--- config.mk ---
export PLATFORM = sky130hd
export DESIGN_NAME = pfd_top
export DESIGN_NICKNAME = d
export VERILOG_FILES = /design/src/common/pfd_pkg.sv /design/src/verilog/pfd_top.sv
export SDC_FILE = /design/constraint.sdc
export NUM_CORES = 1
export LEC_CHECK = 0
export BUFFER_PORTS_ARGS = -buffer_cell sky130_fd_sc_hd__buf_4
export CORE_ASPECT_RATIO = 1.75
export CORE_UTILIZATION = 60
export CTS_BUF_LIST = sky130_fd_sc_hd__clkbuf_8
export CTS_CLUSTER_SIZE = 14
export DETAILED_ROUTE_END_ITERATION = 10
export PLACE_DENSITY = 0.82
export SYNTH_ARGS = -nofsm -noshare
export SYNTH_HDL_FRONTEND = slang
export SYNTH_SLANG_ARGS = --single-unit
--- constraint.sdc ---
create_clock -name clk -period 3.44 [get_ports clk]
set_input_delay 0 -clock clk [delete_from_list [all_inputs] [get_ports clk]]
set_output_delay 0 -clock clk [all_outputs]
set_load 0.1 [all_outputs]
--- src/common/pfd_pkg.sv ---
package pfd_pkg;

  // ----------------------------------------------------------------
  // register byte offsets
  // ----------------------------------------------------------------
  localparam logic [7:0] ADDR_DT_CFG      = 8'h00;
  localparam logic [7:0] ADDR_RISE_SHADOW = 8'h04;
  localparam logic [7:0] ADDR_FALL_SHADOW = 8'h08;
  localparam logic [7:0] ADDR_FORCE_CFG   = 8'h0c;
  localparam logic [7:0] ADDR_FORCE_CMD   = 8'h10;
  localparam logic [7:0] ADDR_STATUS      = 8'h14;
  localparam logic [7:0] ADDR_RISE_ACTIVE = 8'h18;
  localparam logic [7:0] ADDR_FALL_ACTIVE = 8'h1c;

  // ----------------------------------------------------------------
  // dead time configuration fields
  // ----------------------------------------------------------------
  localparam int SW_SECOND_BYPASS = 0;
  localparam int SW_FIRST_BYPASS  = 1;
  localparam int SW_RISE_INVERT   = 2;
  localparam int SW_FALL_INVERT   = 3;
  localparam int SW_RISE_SRC_SEL  = 4;
  localparam int SW_FALL_SRC_SEL  = 5;
  localparam int SW_FIRST_SWAP    = 6;
  localparam int SW_SECOND_SWAP   = 7;
  localparam int SW_DUAL_EDGE     = 8;
  localparam int SW_COUNT         = 9;
  localparam int CFG_CLK_SEL      = 9;
  localparam logic [8:0] SW_RESET = 9'h003;

  // ----------------------------------------------------------------
  // force configuration and command fields
  // ----------------------------------------------------------------
  localparam int FC_EN_FIRST       = 0;
  localparam int FC_EN_SECOND      = 1;
  localparam int FC_HELD_LVL_FIRST = 2;
  localparam int FC_HELD_LVL_SEC   = 3;
  localparam int FC_HELD_TRIG_SEL  = 4;
  localparam int FC_ONE_LVL_FIRST  = 5;
  localparam int FC_ONE_LVL_SEC    = 6;
  localparam int FC_WIDTH          = 7;
  localparam logic [6:0] FC_RESET  = 7'h00;
  localparam int CMD_ONESHOT_FIRE  = 0;
  localparam int CMD_HELD_ARM      = 1;
  localparam int CMD_HELD_RELEASE  = 2;

  // ----------------------------------------------------------------
  // status fields
  // ----------------------------------------------------------------
  localparam int ST_OUT_FIRST   = 0;
  localparam int ST_OUT_SECOND  = 1;
  localparam int ST_ONESHOT_LSB = 2;
  localparam int ST_HELD_LSB    = 4;
  localparam int ST_HELD_ARMED  = 6;
  localparam int ST_PENDING     = 7;

  localparam int DLY_WIDTH_DEFAULT = 16;

endpackage

--- src/verilog/pfd_top.sv ---
// What this block does
// - count-up single edge: first follows B, second A
// - pulse placement: first high for B minus A
// - up-down symmetric: first follows A, second B
// - complementary: second active low, dead time B-A
// - oneshot force acts now, next event overrides
// - held force stays until release; trigger selectable
// - forcing enabled separately per output
// - both outputs derivable from first input
// - delay counts written to shadow registers
// - nine switches route the dead time path
// - every switch combination is accepted
// - both bypass set passes inputs through, swaps still apply
// - bypass 0, rise inv 0, fall inv 1: high complementary
// - bypass 0, rise inv 1, fall inv 0: low complementary
// - bypass 0, inversions 0: both high mode
// - bypass 0, inversions 1: both low mode
// - first bypassed, second is fall-delayed first
// - second bypassed, first is rise-delayed first
// - typical modes: selects, swaps, dual-edge zero
// - independent 16-bit delay counts in delay clocks
// - delay clock is module or timer clock
// - shadow copies load at cycle start event
//
// Decided for this implementation: the placing of the registers and the APB register port.
module pfd_top #(
  parameter int DLY_W = pfd_pkg::DLY_WIDTH_DEFAULT
) (
  input  wire logic        clk,
  input  wire logic        srst,
  input  wire logic        psel,
  input  wire logic        penable,
  input  wire logic        pwrite,
  input  wire logic [7:0]  paddr,
  input  wire logic [31:0] pwdata,
  output logic             pready,
  output logic [31:0]      prdata,
  output logic             pslverr,
  input  wire logic        gen_in_first,
  input  wire logic        gen_in_second,
  input  wire logic        gen_event_first,
  input  wire logic        gen_event_second,
  input  wire logic        upcount_zero_event,
  input  wire logic        timer_clock,
  output logic             pwm_out_first,
  output logic             pwm_out_second
);

  // ----------------------------------------------------------------
  // parameter check
  // ----------------------------------------------------------------
  if (DLY_W < 1 || DLY_W > 16)
  begin : g_bad_width
    $error("DLY_W must be 1 to 16");
  end

  // ----------------------------------------------------------------
  // state
  // ----------------------------------------------------------------
  typedef struct packed {
    logic [8:0]       sw;
    logic             clk_sel;
    logic [DLY_W-1:0] rise_sh;
    logic [DLY_W-1:0] fall_sh;
    logic [DLY_W-1:0] rise_act;
    logic [DLY_W-1:0] fall_act;
    logic             pending;
    logic [6:0]       fcfg;
    logic [1:0]       oneshot_act;
    logic [1:0]       oneshot_lvl;
    logic             held_armed;
    logic [1:0]       held_act;
    logic             frc_first;
    logic             frc_second;
    logic             r_prev;
    logic             r_out;
    logic [DLY_W-1:0] r_cnt;
    logic             f_prev;
    logic             f_out;
    logic [DLY_W-1:0] f_cnt;
    logic             out_first;
    logic             out_second;
    logic             pready;
    logic [31:0]      prdata;
    logic             pslverr;
  } pfd_state_s;

  pfd_state_s st_q;
  pfd_state_s st_d;

  // ----------------------------------------------------------------
  // delay step: the delayed level waits cfg ticks, the other is immediate
  // ----------------------------------------------------------------
  function automatic logic [DLY_W:0] dly_step(
    input logic             src,
    input logic             prev,
    input logic             out,
    input logic [DLY_W-1:0] cnt,
    input logic [DLY_W-1:0] cfg,
    input logic             tick,
    input logic             pol
  );
    logic             o;
    logic [DLY_W-1:0] c;
    o = out;
    c = cnt;
    if (src != prev)
    begin
      if (src == pol)
      begin
        if (cfg == '0)
        begin
          o = src;
          c = '0;
        end
        else
        begin
          c = cfg;
        end
      end
      else
      begin
        o = src;
        c = '0;
      end
    end
    else if (c != '0 && tick)
    begin
      c = c - 1'b1;
      if (c == '0)
      begin
        o = pol;
      end
    end
    return {o, c};
  endfunction

  function automatic logic [31:0] zext(input logic [DLY_W-1:0] v);
    logic [31:0] r;
    r = '0;
    r[DLY_W-1:0] = v;
    return r;
  endfunction

  // ----------------------------------------------------------------
  // combinational next state
  // ----------------------------------------------------------------
  logic             acc;
  logic             wr;
  logic             rd;
  logic             mapped;
  logic             tick;
  logic             held_trig;
  logic             a_in;
  logic             b_in;
  logic             rise_src;
  logic             fall_src;
  logic             rise_val;
  logic             fall_val;
  logic [DLY_W:0]   r_res;
  logic [DLY_W:0]   f_res;
  logic [1:0]       en;
  logic [1:0]       gen_ev;
  logic [1:0]       gen_in;
  logic [1:0]       frc;
  logic [1:0]       held_lvl;

  always_comb
  begin
    st_d     = st_q;
    acc      = psel && penable && st_q.pready;
    wr       = acc && pwrite;
    rd       = acc && !pwrite;
    mapped   = (paddr <= pfd_pkg::ADDR_FALL_ACTIVE) && (paddr[1:0] == 2'b00);
    en       = {st_q.fcfg[pfd_pkg::FC_EN_SECOND], st_q.fcfg[pfd_pkg::FC_EN_FIRST]};
    held_lvl = {st_q.fcfg[pfd_pkg::FC_HELD_LVL_SEC], st_q.fcfg[pfd_pkg::FC_HELD_LVL_FIRST]};
    gen_ev   = {gen_event_second, gen_event_first};
    // raw pair already shaped by compare values
    gen_in   = {gen_in_second, gen_in_first};

    // apb: one wait state, answer registered
    st_d.pready  = psel && penable && !st_q.pready;
    st_d.pslverr = 1'b0;
    if (psel && penable && !st_q.pready)
    begin
      st_d.pslverr = !mapped;
      st_d.prdata  = '0;
      if (!pwrite)
      begin
        case (paddr)
          pfd_pkg::ADDR_DT_CFG:
          begin
            st_d.prdata[8:0] = st_q.sw;
            st_d.prdata[pfd_pkg::CFG_CLK_SEL] = st_q.clk_sel;
          end
          pfd_pkg::ADDR_RISE_SHADOW: st_d.prdata = zext(st_q.rise_sh);
          pfd_pkg::ADDR_FALL_SHADOW: st_d.prdata = zext(st_q.fall_sh);
          pfd_pkg::ADDR_FORCE_CFG:   st_d.prdata[6:0] = st_q.fcfg;
          pfd_pkg::ADDR_STATUS:
          begin
            st_d.prdata[pfd_pkg::ST_OUT_FIRST]  = st_q.out_first;
            st_d.prdata[pfd_pkg::ST_OUT_SECOND] = st_q.out_second;
            st_d.prdata[pfd_pkg::ST_ONESHOT_LSB +: 2] = st_q.oneshot_act;
            st_d.prdata[pfd_pkg::ST_HELD_LSB +: 2]    = st_q.held_act;
            st_d.prdata[pfd_pkg::ST_HELD_ARMED] = st_q.held_armed;
            st_d.prdata[pfd_pkg::ST_PENDING]    = st_q.pending;
          end
          pfd_pkg::ADDR_RISE_ACTIVE: st_d.prdata = zext(st_q.rise_act);
          pfd_pkg::ADDR_FALL_ACTIVE: st_d.prdata = zext(st_q.fall_act);
          default:                   st_d.prdata = '0;
        endcase
      end
    end

    // shadow load at cycle start; a same-cycle write stays pending
    if (upcount_zero_event && st_q.pending)
    begin
      st_d.rise_act = st_q.rise_sh;
      st_d.fall_act = st_q.fall_sh;
      st_d.pending  = 1'b0;
    end

    // register writes
    if (wr)
    begin
      case (paddr)
        pfd_pkg::ADDR_DT_CFG:
        begin
          st_d.sw      = pwdata[8:0];
          st_d.clk_sel = pwdata[pfd_pkg::CFG_CLK_SEL];
        end
        pfd_pkg::ADDR_RISE_SHADOW:
        begin
          st_d.rise_sh = pwdata[DLY_W-1:0];
          st_d.pending = 1'b1;
        end
        pfd_pkg::ADDR_FALL_SHADOW:
        begin
          st_d.fall_sh = pwdata[DLY_W-1:0];
          st_d.pending = 1'b1;
        end
        pfd_pkg::ADDR_FORCE_CFG: st_d.fcfg = pwdata[6:0];
        default:                 st_d.fcfg = st_d.fcfg;
      endcase
    end

    // oneshot force: next generator event on that output ends it
    for (int i = 0; i < 2; i++)
    begin
      if (gen_ev[i])
      begin
        st_d.oneshot_act[i] = 1'b0;
      end
    end
    if (wr && paddr == pfd_pkg::ADDR_FORCE_CMD && pwdata[pfd_pkg::CMD_ONESHOT_FIRE])
    begin
      st_d.oneshot_act = st_d.oneshot_act | en;
      if (en[0])
      begin
        st_d.oneshot_lvl[0] = st_q.fcfg[pfd_pkg::FC_ONE_LVL_FIRST];
      end
      if (en[1])
      begin
        st_d.oneshot_lvl[1] = st_q.fcfg[pfd_pkg::FC_ONE_LVL_SEC];
      end
    end

    // held force: armed, then triggered, then held until release
    held_trig = st_q.fcfg[pfd_pkg::FC_HELD_TRIG_SEL] ? upcount_zero_event : 1'b1;
    if (st_q.held_armed && held_trig)
    begin
      st_d.held_act   = en;
      st_d.held_armed = 1'b0;
    end
    if (wr && paddr == pfd_pkg::ADDR_FORCE_CMD)
    begin
      if (pwdata[pfd_pkg::CMD_HELD_RELEASE])
      begin
        st_d.held_act   = (st_q.held_armed && held_trig) ? en : 2'b00;
        st_d.held_armed = 1'b0;
      end
      if (pwdata[pfd_pkg::CMD_HELD_ARM])
      begin
        st_d.held_armed = 1'b1;
      end
    end

    // force stage; held wins over oneshot, other output runs freely
    for (int i = 0; i < 2; i++)
    begin
      if (st_q.held_act[i])
      begin
        frc[i] = held_lvl[i];
      end
      else if (st_q.oneshot_act[i])
      begin
        frc[i] = st_q.oneshot_lvl[i];
      end
      else
      begin
        frc[i] = gen_in[i];
      end
    end
    st_d.frc_first  = frc[0];
    st_d.frc_second = frc[1];

    // dead time path
    a_in     = st_q.frc_first;
    b_in     = st_q.frc_second;
    tick     = st_q.clk_sel ? timer_clock : 1'b1;
    rise_src = st_q.sw[pfd_pkg::SW_RISE_SRC_SEL] ? b_in : a_in;
    r_res    = dly_step(rise_src, st_q.r_prev, st_q.r_out, st_q.r_cnt,
                        st_q.rise_act, tick, 1'b1);
    st_d.r_prev = rise_src;
    st_d.r_out  = r_res[DLY_W];
    st_d.r_cnt  = r_res[DLY_W-1:0];
    rise_val    = st_q.r_out ^ st_q.sw[pfd_pkg::SW_RISE_INVERT];

    if (st_q.sw[pfd_pkg::SW_DUAL_EDGE])
    begin
      fall_src = rise_val;
    end
    else
    begin
      fall_src = st_q.sw[pfd_pkg::SW_FALL_SRC_SEL] ? b_in : a_in;
    end
    f_res    = dly_step(fall_src, st_q.f_prev, st_q.f_out, st_q.f_cnt,
                        st_q.fall_act, tick, 1'b0);
    st_d.f_prev = fall_src;
    st_d.f_out  = f_res[DLY_W];
    st_d.f_cnt  = f_res[DLY_W-1:0];
    fall_val    = st_q.f_out ^ st_q.sw[pfd_pkg::SW_FALL_INVERT];

    // output selection: bypass and swap
    if (st_q.sw[pfd_pkg::SW_FIRST_BYPASS])
    begin
      st_d.out_first = st_q.sw[pfd_pkg::SW_FIRST_SWAP] ? b_in : a_in;
    end
    else
    begin
      st_d.out_first = rise_val;
    end
    if (st_q.sw[pfd_pkg::SW_SECOND_BYPASS])
    begin
      st_d.out_second = st_q.sw[pfd_pkg::SW_SECOND_SWAP] ? a_in : b_in;
    end
    else
    begin
      st_d.out_second = fall_val;
    end

    if (srst)
    begin
      st_d          = '0;
      st_d.sw       = pfd_pkg::SW_RESET;
      st_d.fcfg     = pfd_pkg::FC_RESET;
    end
  end

  // ----------------------------------------------------------------
  // state register
  // ----------------------------------------------------------------
  always_ff @(posedge clk)
  begin
    st_q <= st_d;
  end

  // ----------------------------------------------------------------
  // outputs
  // ----------------------------------------------------------------
  assign pready         = st_q.pready;
  assign prdata         = st_q.prdata;
  assign pslverr        = st_q.pslverr;
  assign pwm_out_first  = st_q.out_first;
  assign pwm_out_second = st_q.out_second;

endmodule

* Yosys cells after proc, flatten, opt, wreduce, memory -nomap -nowiden *
Cells that the tools add are included.

operators by class
  reductions and logical operators = 35
  add/sub/neg operators = 2
  $lt $le $gt $ge = 1
  bitwise logic cells = 4
  muxes and demuxes = 50
  equal/unequal tests = 11

operators with widths
  kind                                                                               number
  16-bit 2-to-1 mux                                                                  9
  16-bit logical NOT                                                                 4
  7-bit one-hot mux with 7 select lines                                              1
  8-bit by 5-bit equality test with 1-bit output (second input constant)             4
  16-bit nonzero test                                                                2
  16-bit by 1-bit subtractor with 16-bit output (second input constant)              2
  1-bit 2-to-1 mux                                                                   30
  6-bit one-hot mux with 4 select lines                                              1
  8-bit by 4-bit equality test with 1-bit output (second input constant)             2
  2-bit AND reduction                                                                6
  1-bit logical AND                                                                  11
  2-bit one-hot mux with 5 select lines                                              1
  3-bit 2-to-1 mux                                                                   3
  8-bit by 3-bit equality test with 1-bit output (second input constant)             1
  8-bit by 5-bit less-or-equal comparator with 1-bit output (second input constant)  1
  8-bit logical NOT                                                                  1
  8-bit 2-to-1 mux                                                                   1
  2-bit nonzero test                                                                 4
  7-bit 2-to-1 mux                                                                   1
  3-bit by 2-bit != test with 1-bit output (second input constant)                   2
  1-bit one-hot mux with 6 select lines                                              1
  3-bit AND reduction                                                                2
  4-bit 2-to-1 mux                                                                   1
  2-bit OR reduction                                                                 2
  7 further kinds                                                                    10

storage, ports and cells
  input bits = 51
  output and inout bits = 36
  word-level logic and storage cells = 129
  bits in registers = 163

* Depth between registers and ports, before layout *
  word-level depth = 6
  mapped depth = 10
  gate-level depth less buffers = 10

* Worst setup path after synthesis *
OpenSTA, ideal clock, no wires.

  path type = flip-flop to flip-flop
  start point = reg st_q[56] (netlist bit)
  end point = reg st_q[70] (netlist bit)
  buffers on the path = 1
  stages on the path, launching flop included = 8
  arrival time = 2,379 ps
  required time = 3,361 ps
  clock period less this slack = 2,458 ps
  setup slack = 982 ps
  setup time = 79 ps
  path through = dfxtp_1 -> buf_2 -> or3_1 -> or3_4 -> xnor2_1 -> or4_1 -> o311a_1 -> a211oi_2

between the ends
  longest elaborated chain between the ends = 4
  elaborated cells on any way between the ends = 7
  classes of those cells = add/sub (1); reduce/logical (6)

ends and longest elaborated chain
  what                                                                                         line                            RTL
  start: declaration                                                                           pfd_top.sv:88                   pfd_state_s st_q;
  start signal: assignment                                                                     pfd_top.sv:365                  st_q <= st_d;
  16-bit by 1-bit subtractor with 16-bit output / 16-bit nonzero test (equally long branches)  pfd_top.sv:129, pfd_top.sv:127
  16-bit logical NOT / 1-bit logical AND (equally long branches)                               pfd_top.sv:130, pfd_top.sv:127
  2-bit nonzero test (no source line)                                                          n/a
  3-bit AND reduction (no source line) *                                                       n/a

Every way passes the cells marked *; elsewhere a longest branch is shown, timed or not.
A chain may end at the register's enable or synchronous reset.

* Worst setup path in the final report *
  start point = reg st_q[54] (netlist bit)
  end point = reg st_q[60] (netlist bit)

between the ends
  longest elaborated chain between the ends = 3
  elaborated cells on any way between the ends = 6
  classes of those cells = add/sub (1); mux (2); reduce/logical (3)

ends and longest elaborated chain
  what                                                                                         line                            RTL
  16-bit by 1-bit subtractor with 16-bit output / 16-bit nonzero test (equally long branches)  pfd_top.sv:129, pfd_top.sv:127
  16-bit 2-to-1 mux / 1-bit logical AND (equally long branches)                                pfd_top.sv:127                  else if (c != '0 && tick)
  16-bit 2-to-1 mux / 2-bit nonzero test (equally long branches)                               n/a

Parallel ways exist; a longest one is shown, timed or not. The select of a mux whose other input is x is not followed.

==> results.txt <==
- Setup violations remaining at the end of the flow were counted as 0.
- Root Buffer Master: clkbuf_8
* Startpoint class of the critical path: register
- Setup repair after global routing left no endpoint under its margin.
- The repair_antennas step left the layout with diodes totalling 0.
- The routed design has 20690 um of wire.
- Clock network power share: 23.7%
- Summed over all layers, the global routing overflow is 0.
- Max-cap check violation count: 0
- Switching Power: 2.107 mW
* Mean cell area of the mapped netlist: 8.278 um^2
* Startpoint of the worst-slack reg-to-reg timing path: st_q[54]
- The endpoint identified for the worst register-to-register timing path is st_q[60].
* Largest fanout on the critical path: 20
* Inserted Clock Buffers: 17
* Worst Max-Slew Pin Slew: 1.108 ns
* Clock sink total: 147
- Counting instances, the worst hold path has a depth of 2.
- Global-route usage over all layers: 32.94%
* Part of the Yosys area used for sequential elements: 38.48%
* Fin Clk Skew: 0.01600 ns
- Area of the core: 0.01243 mm^2
- Detailed routing inserted a total of 7003 vias.
* VDD IR-drop max: 0.3610 mV
* Arrival time of data at the critical path endpoint: 3.14 ns
- The first global-routing pass estimated 33310 um of wire.
- Placed wire-length estimate: 14640 um
* CTS H-tree depth: 4
- Relative to the synthesized area, the layout overhead comes to 11.43%.
- Min Clock Period, post-route: 2.790 ns
- In this run the static leakage power is 3.393 nW.
* Placed cell area: 0.007908 mm^2
- Counting flops with a built-in enable in the synthesized netlist gives 0.
* Avg WL per Cell: 18.18 um
- Sequential power share: 38.3%
- Pin count of the biggest net entering global routing: 65
- The final count of hold timing violations is 0.
* Combinational Power Share: 38.0%
- RePlAce Congestion: 0.8890
* Initial antenna violation count: 0
* Achievable clock frequency: 0.3585 GHz
- The count of buffers added on input and output ports is 54.
* Mapped Area: 0.007649 mm^2
- Chip width: 87.35 um
- Register-to-register setup slack: 0.65 ns
- The worst path uses 81.09% of the clock period.
- Counting cells, the worst reg-to-reg path comes to 8.
- Dividing total power by cell area gives a power density of 636.8 mW/mm^2.
- Headroom to the max-slew limit came out at 25.95%.
- Hold_sp: srst
* Final sum of negative setup slack: 0 ns
- The internal power of the cells totals 3.321 mW.
- Buffers inserted to repair hold after CTS numbered 24.
* Drt first pass iters: 5
- The critical path ends at st_q[60].
* Num rows: 54
- Buffers from clock root to sink, at most: 2
- 87 I/O pins were placed.
- In this run, synthesis produced a sequential element count of 147.
- In this run the remaining antenna-violating nets after routing total 0.
- Sw frac: 38.82%
- Fraction of final layout cells with drive strength greater than 1: 14.02%
- After the last flow step, the layout net total stands at 1016.
- The number of global-route vias before repair is 6640.
- Total of warnings raised by yosys: 0
* Start point of the critical path: st_q[54]
- Number of gates given a new drive strength after cts: 0
- Number of distinct library cells after synthesis: 72
- Total setup buffers inserted after CTS: 0
* Run status: complete, no violations
* Critical setup path kind: register to register
* CTS tree: done
- The max-slew violation total from the final report was 0.
- Clock-pin slew was measured on the worst setup and hold paths at 0.09 ns.
- After detailed routing, the number of vias per cell comes to 6.154.
* Sort of element at the end of the critical path: register
* Post-route design area: 0.008523 mm^2
- Clk Latency, worst-skew pair: 0.45 ns
* # DRC: 0
- After synthesis, the share of flip-flops with an asynchronous set or reset is 0%.
- Hold crit path type: primary input to register
* Area of the die: 0.01322 mm^2
- Once the floorplan was initialized, standard cells occupied 61.52% of the core.
- Synthesis handed over a netlist of 924 instances.
- First DRT Iteration DRCs: 497
* Top FF cell, synth: dfxtp_1
- Die height: 151.4 um
* Req. time, crit path: 3.79 ns
[synthesized netlist by cell type (16+ instances only)]
cell	instances	area (um^2)
inv_1	17	63.81
dfxtp_1	147	2943
nor3_1	16	80.08
buf_4	32	240.2
a22oi_1	20	150.1
clkbuf_1	36	135.1
o21ai_0	16	80.08
a21oi_1	94	470.5
nor2_1	102	382.9
mux2i_1	42	420.4
nor4_1	16	100.1
nand2_1	151	566.8
[sequential cells by signal (all words and copies together) (netlist names)]
name and count:
st_q 121, prdata 16, en 2, held_lvl 2, a_in 1, b_in 1
pready 1, pslverr 1, pwm_out_first 1, pwm_out_second 1
[kinds of logic (layout without fill, tap and decap cells)]
logic type                 after synthesis  count (layout)  synth area share, %
AOI/OAI and AO/OA                      213             213                18.58
xor gates and xnor gates                18              18                2.061
DFF                                    147             147                38.48
and+or+nand+nor                        371             371                23.02
other                                    1              16              0.04903
adders and majority gates                8               8                1.309
buffers and inverters                  105             136                7.181
muxes                                   61              61                9.324
[worst max-delay path, cell delays in order (launching register included)]
cell and delay, ns:
dfxtp_1 0.38, inv_1 0.08, ha_1 0.39, nand2b_1 0.14
or3_4 0.42, o41ai_2 0.33, nand2_1 0.49, a21boi_1 0.30
o21a_1 0.16
[placed cells by master (no fill, tap or decap), types with 5 or more instances in the layout]
master,Yosys,final
or2_2,6,6
nand3_1,13,13
nand4_1,9,9
nor3_1,16,16
buf_4,32,63
ha_1,8,8
xor2_1,10,10
inv_1,17,18
dlygate4sd3_1,0,24
nand2b_1,10,10
a32o_1,5,5
o21ai_0,16,16
conb_1,1,16
xnor2_1,8,8
a22o_1,11,11
or3_1,10,10
o211ai_1,5,5
mux2i_1,42,42
a211oi_1,11,11
a21oi_1,94,94
clkbuf_8,0,18
dfxtp_1,147,147
nand2_1,151,151
nor2_1,102,102
a22oi_1,20,20
mux2_2,12,12
nor4_1,16,16
a221o_1,9,9
a21o_1,6,6
mux4_2,7,7
[worst min path at each step]
| stage | end | slack [ns] |
|---|---|---|
| finish | st_q[65] | 0.03 |
| global route | st_q[58] | 0.04 |
| CTS | st_q[78] | 0.03 |
| detailed placement | st_q[136] | 0.26 |
| global placement | st_q[134] | 0.24 |
| floorplan | st_q[154] | 0.12 |
[power by group through the flow]
stage / combinational, mW / clock, mW / sequential (mW)
detailed placement: 2.01 / 0 / 2.11
finish: 2.06 / 1.29 / 2.08
global route: 2.30 / 1.38 / 2.11
floorplan: 1.70 / 0 / 2.04
global placement: 1.98 / 0 / 2.11
CTS: 2.05 / 1.30 / 2.07
[per-stage QoR]
| stage | hold slack (ns) | std cells | util, % | worst slack (ns) | power, mW |
|---|---|---|---|---|---|
| floorplan | 0.1212 | 939 | - | 0.9819 | 3.738 |
| global placement | 0.2437 | 1082 | 63.61 | 0.7450 | 4.090 |
| detailed placement | 0.2551 | 1082 | 63.61 | 0.6802 | 4.120 |
| CTS | 0.02677 | 1138 | 68.56 | 0.6550 | 5.413 |
| global route | 0.03979 | 1138 | 68.56 | 0.4256 | 5.788 |
| finish | 0.03310 | 1138 | 68.56 | 0.6503 | 5.427 |
[layout make-up]
cell class	instances	area, um^2
sequential	147	2943
fill	1044	3909
inverter	17	63.81
clock inverter	14	127.6
clock buffer	18	247.7
timing repair buffer	87	713.2
multi-input combinational	687	4218
tap	168	210.2
[per-layer routing]
layer | track usage [%] | vias up | wire length [um]
met5 | 0 | - | 0
met4 | 24.18 | 0 | 1411
met3 | 5.995 | 81 | 1251
met2 | 55.74 | 289 | 10550
met1 | 36.29 | 3322 | 7473
li1 | - | 3311 | -
Power figures use the tool's default switching activity.
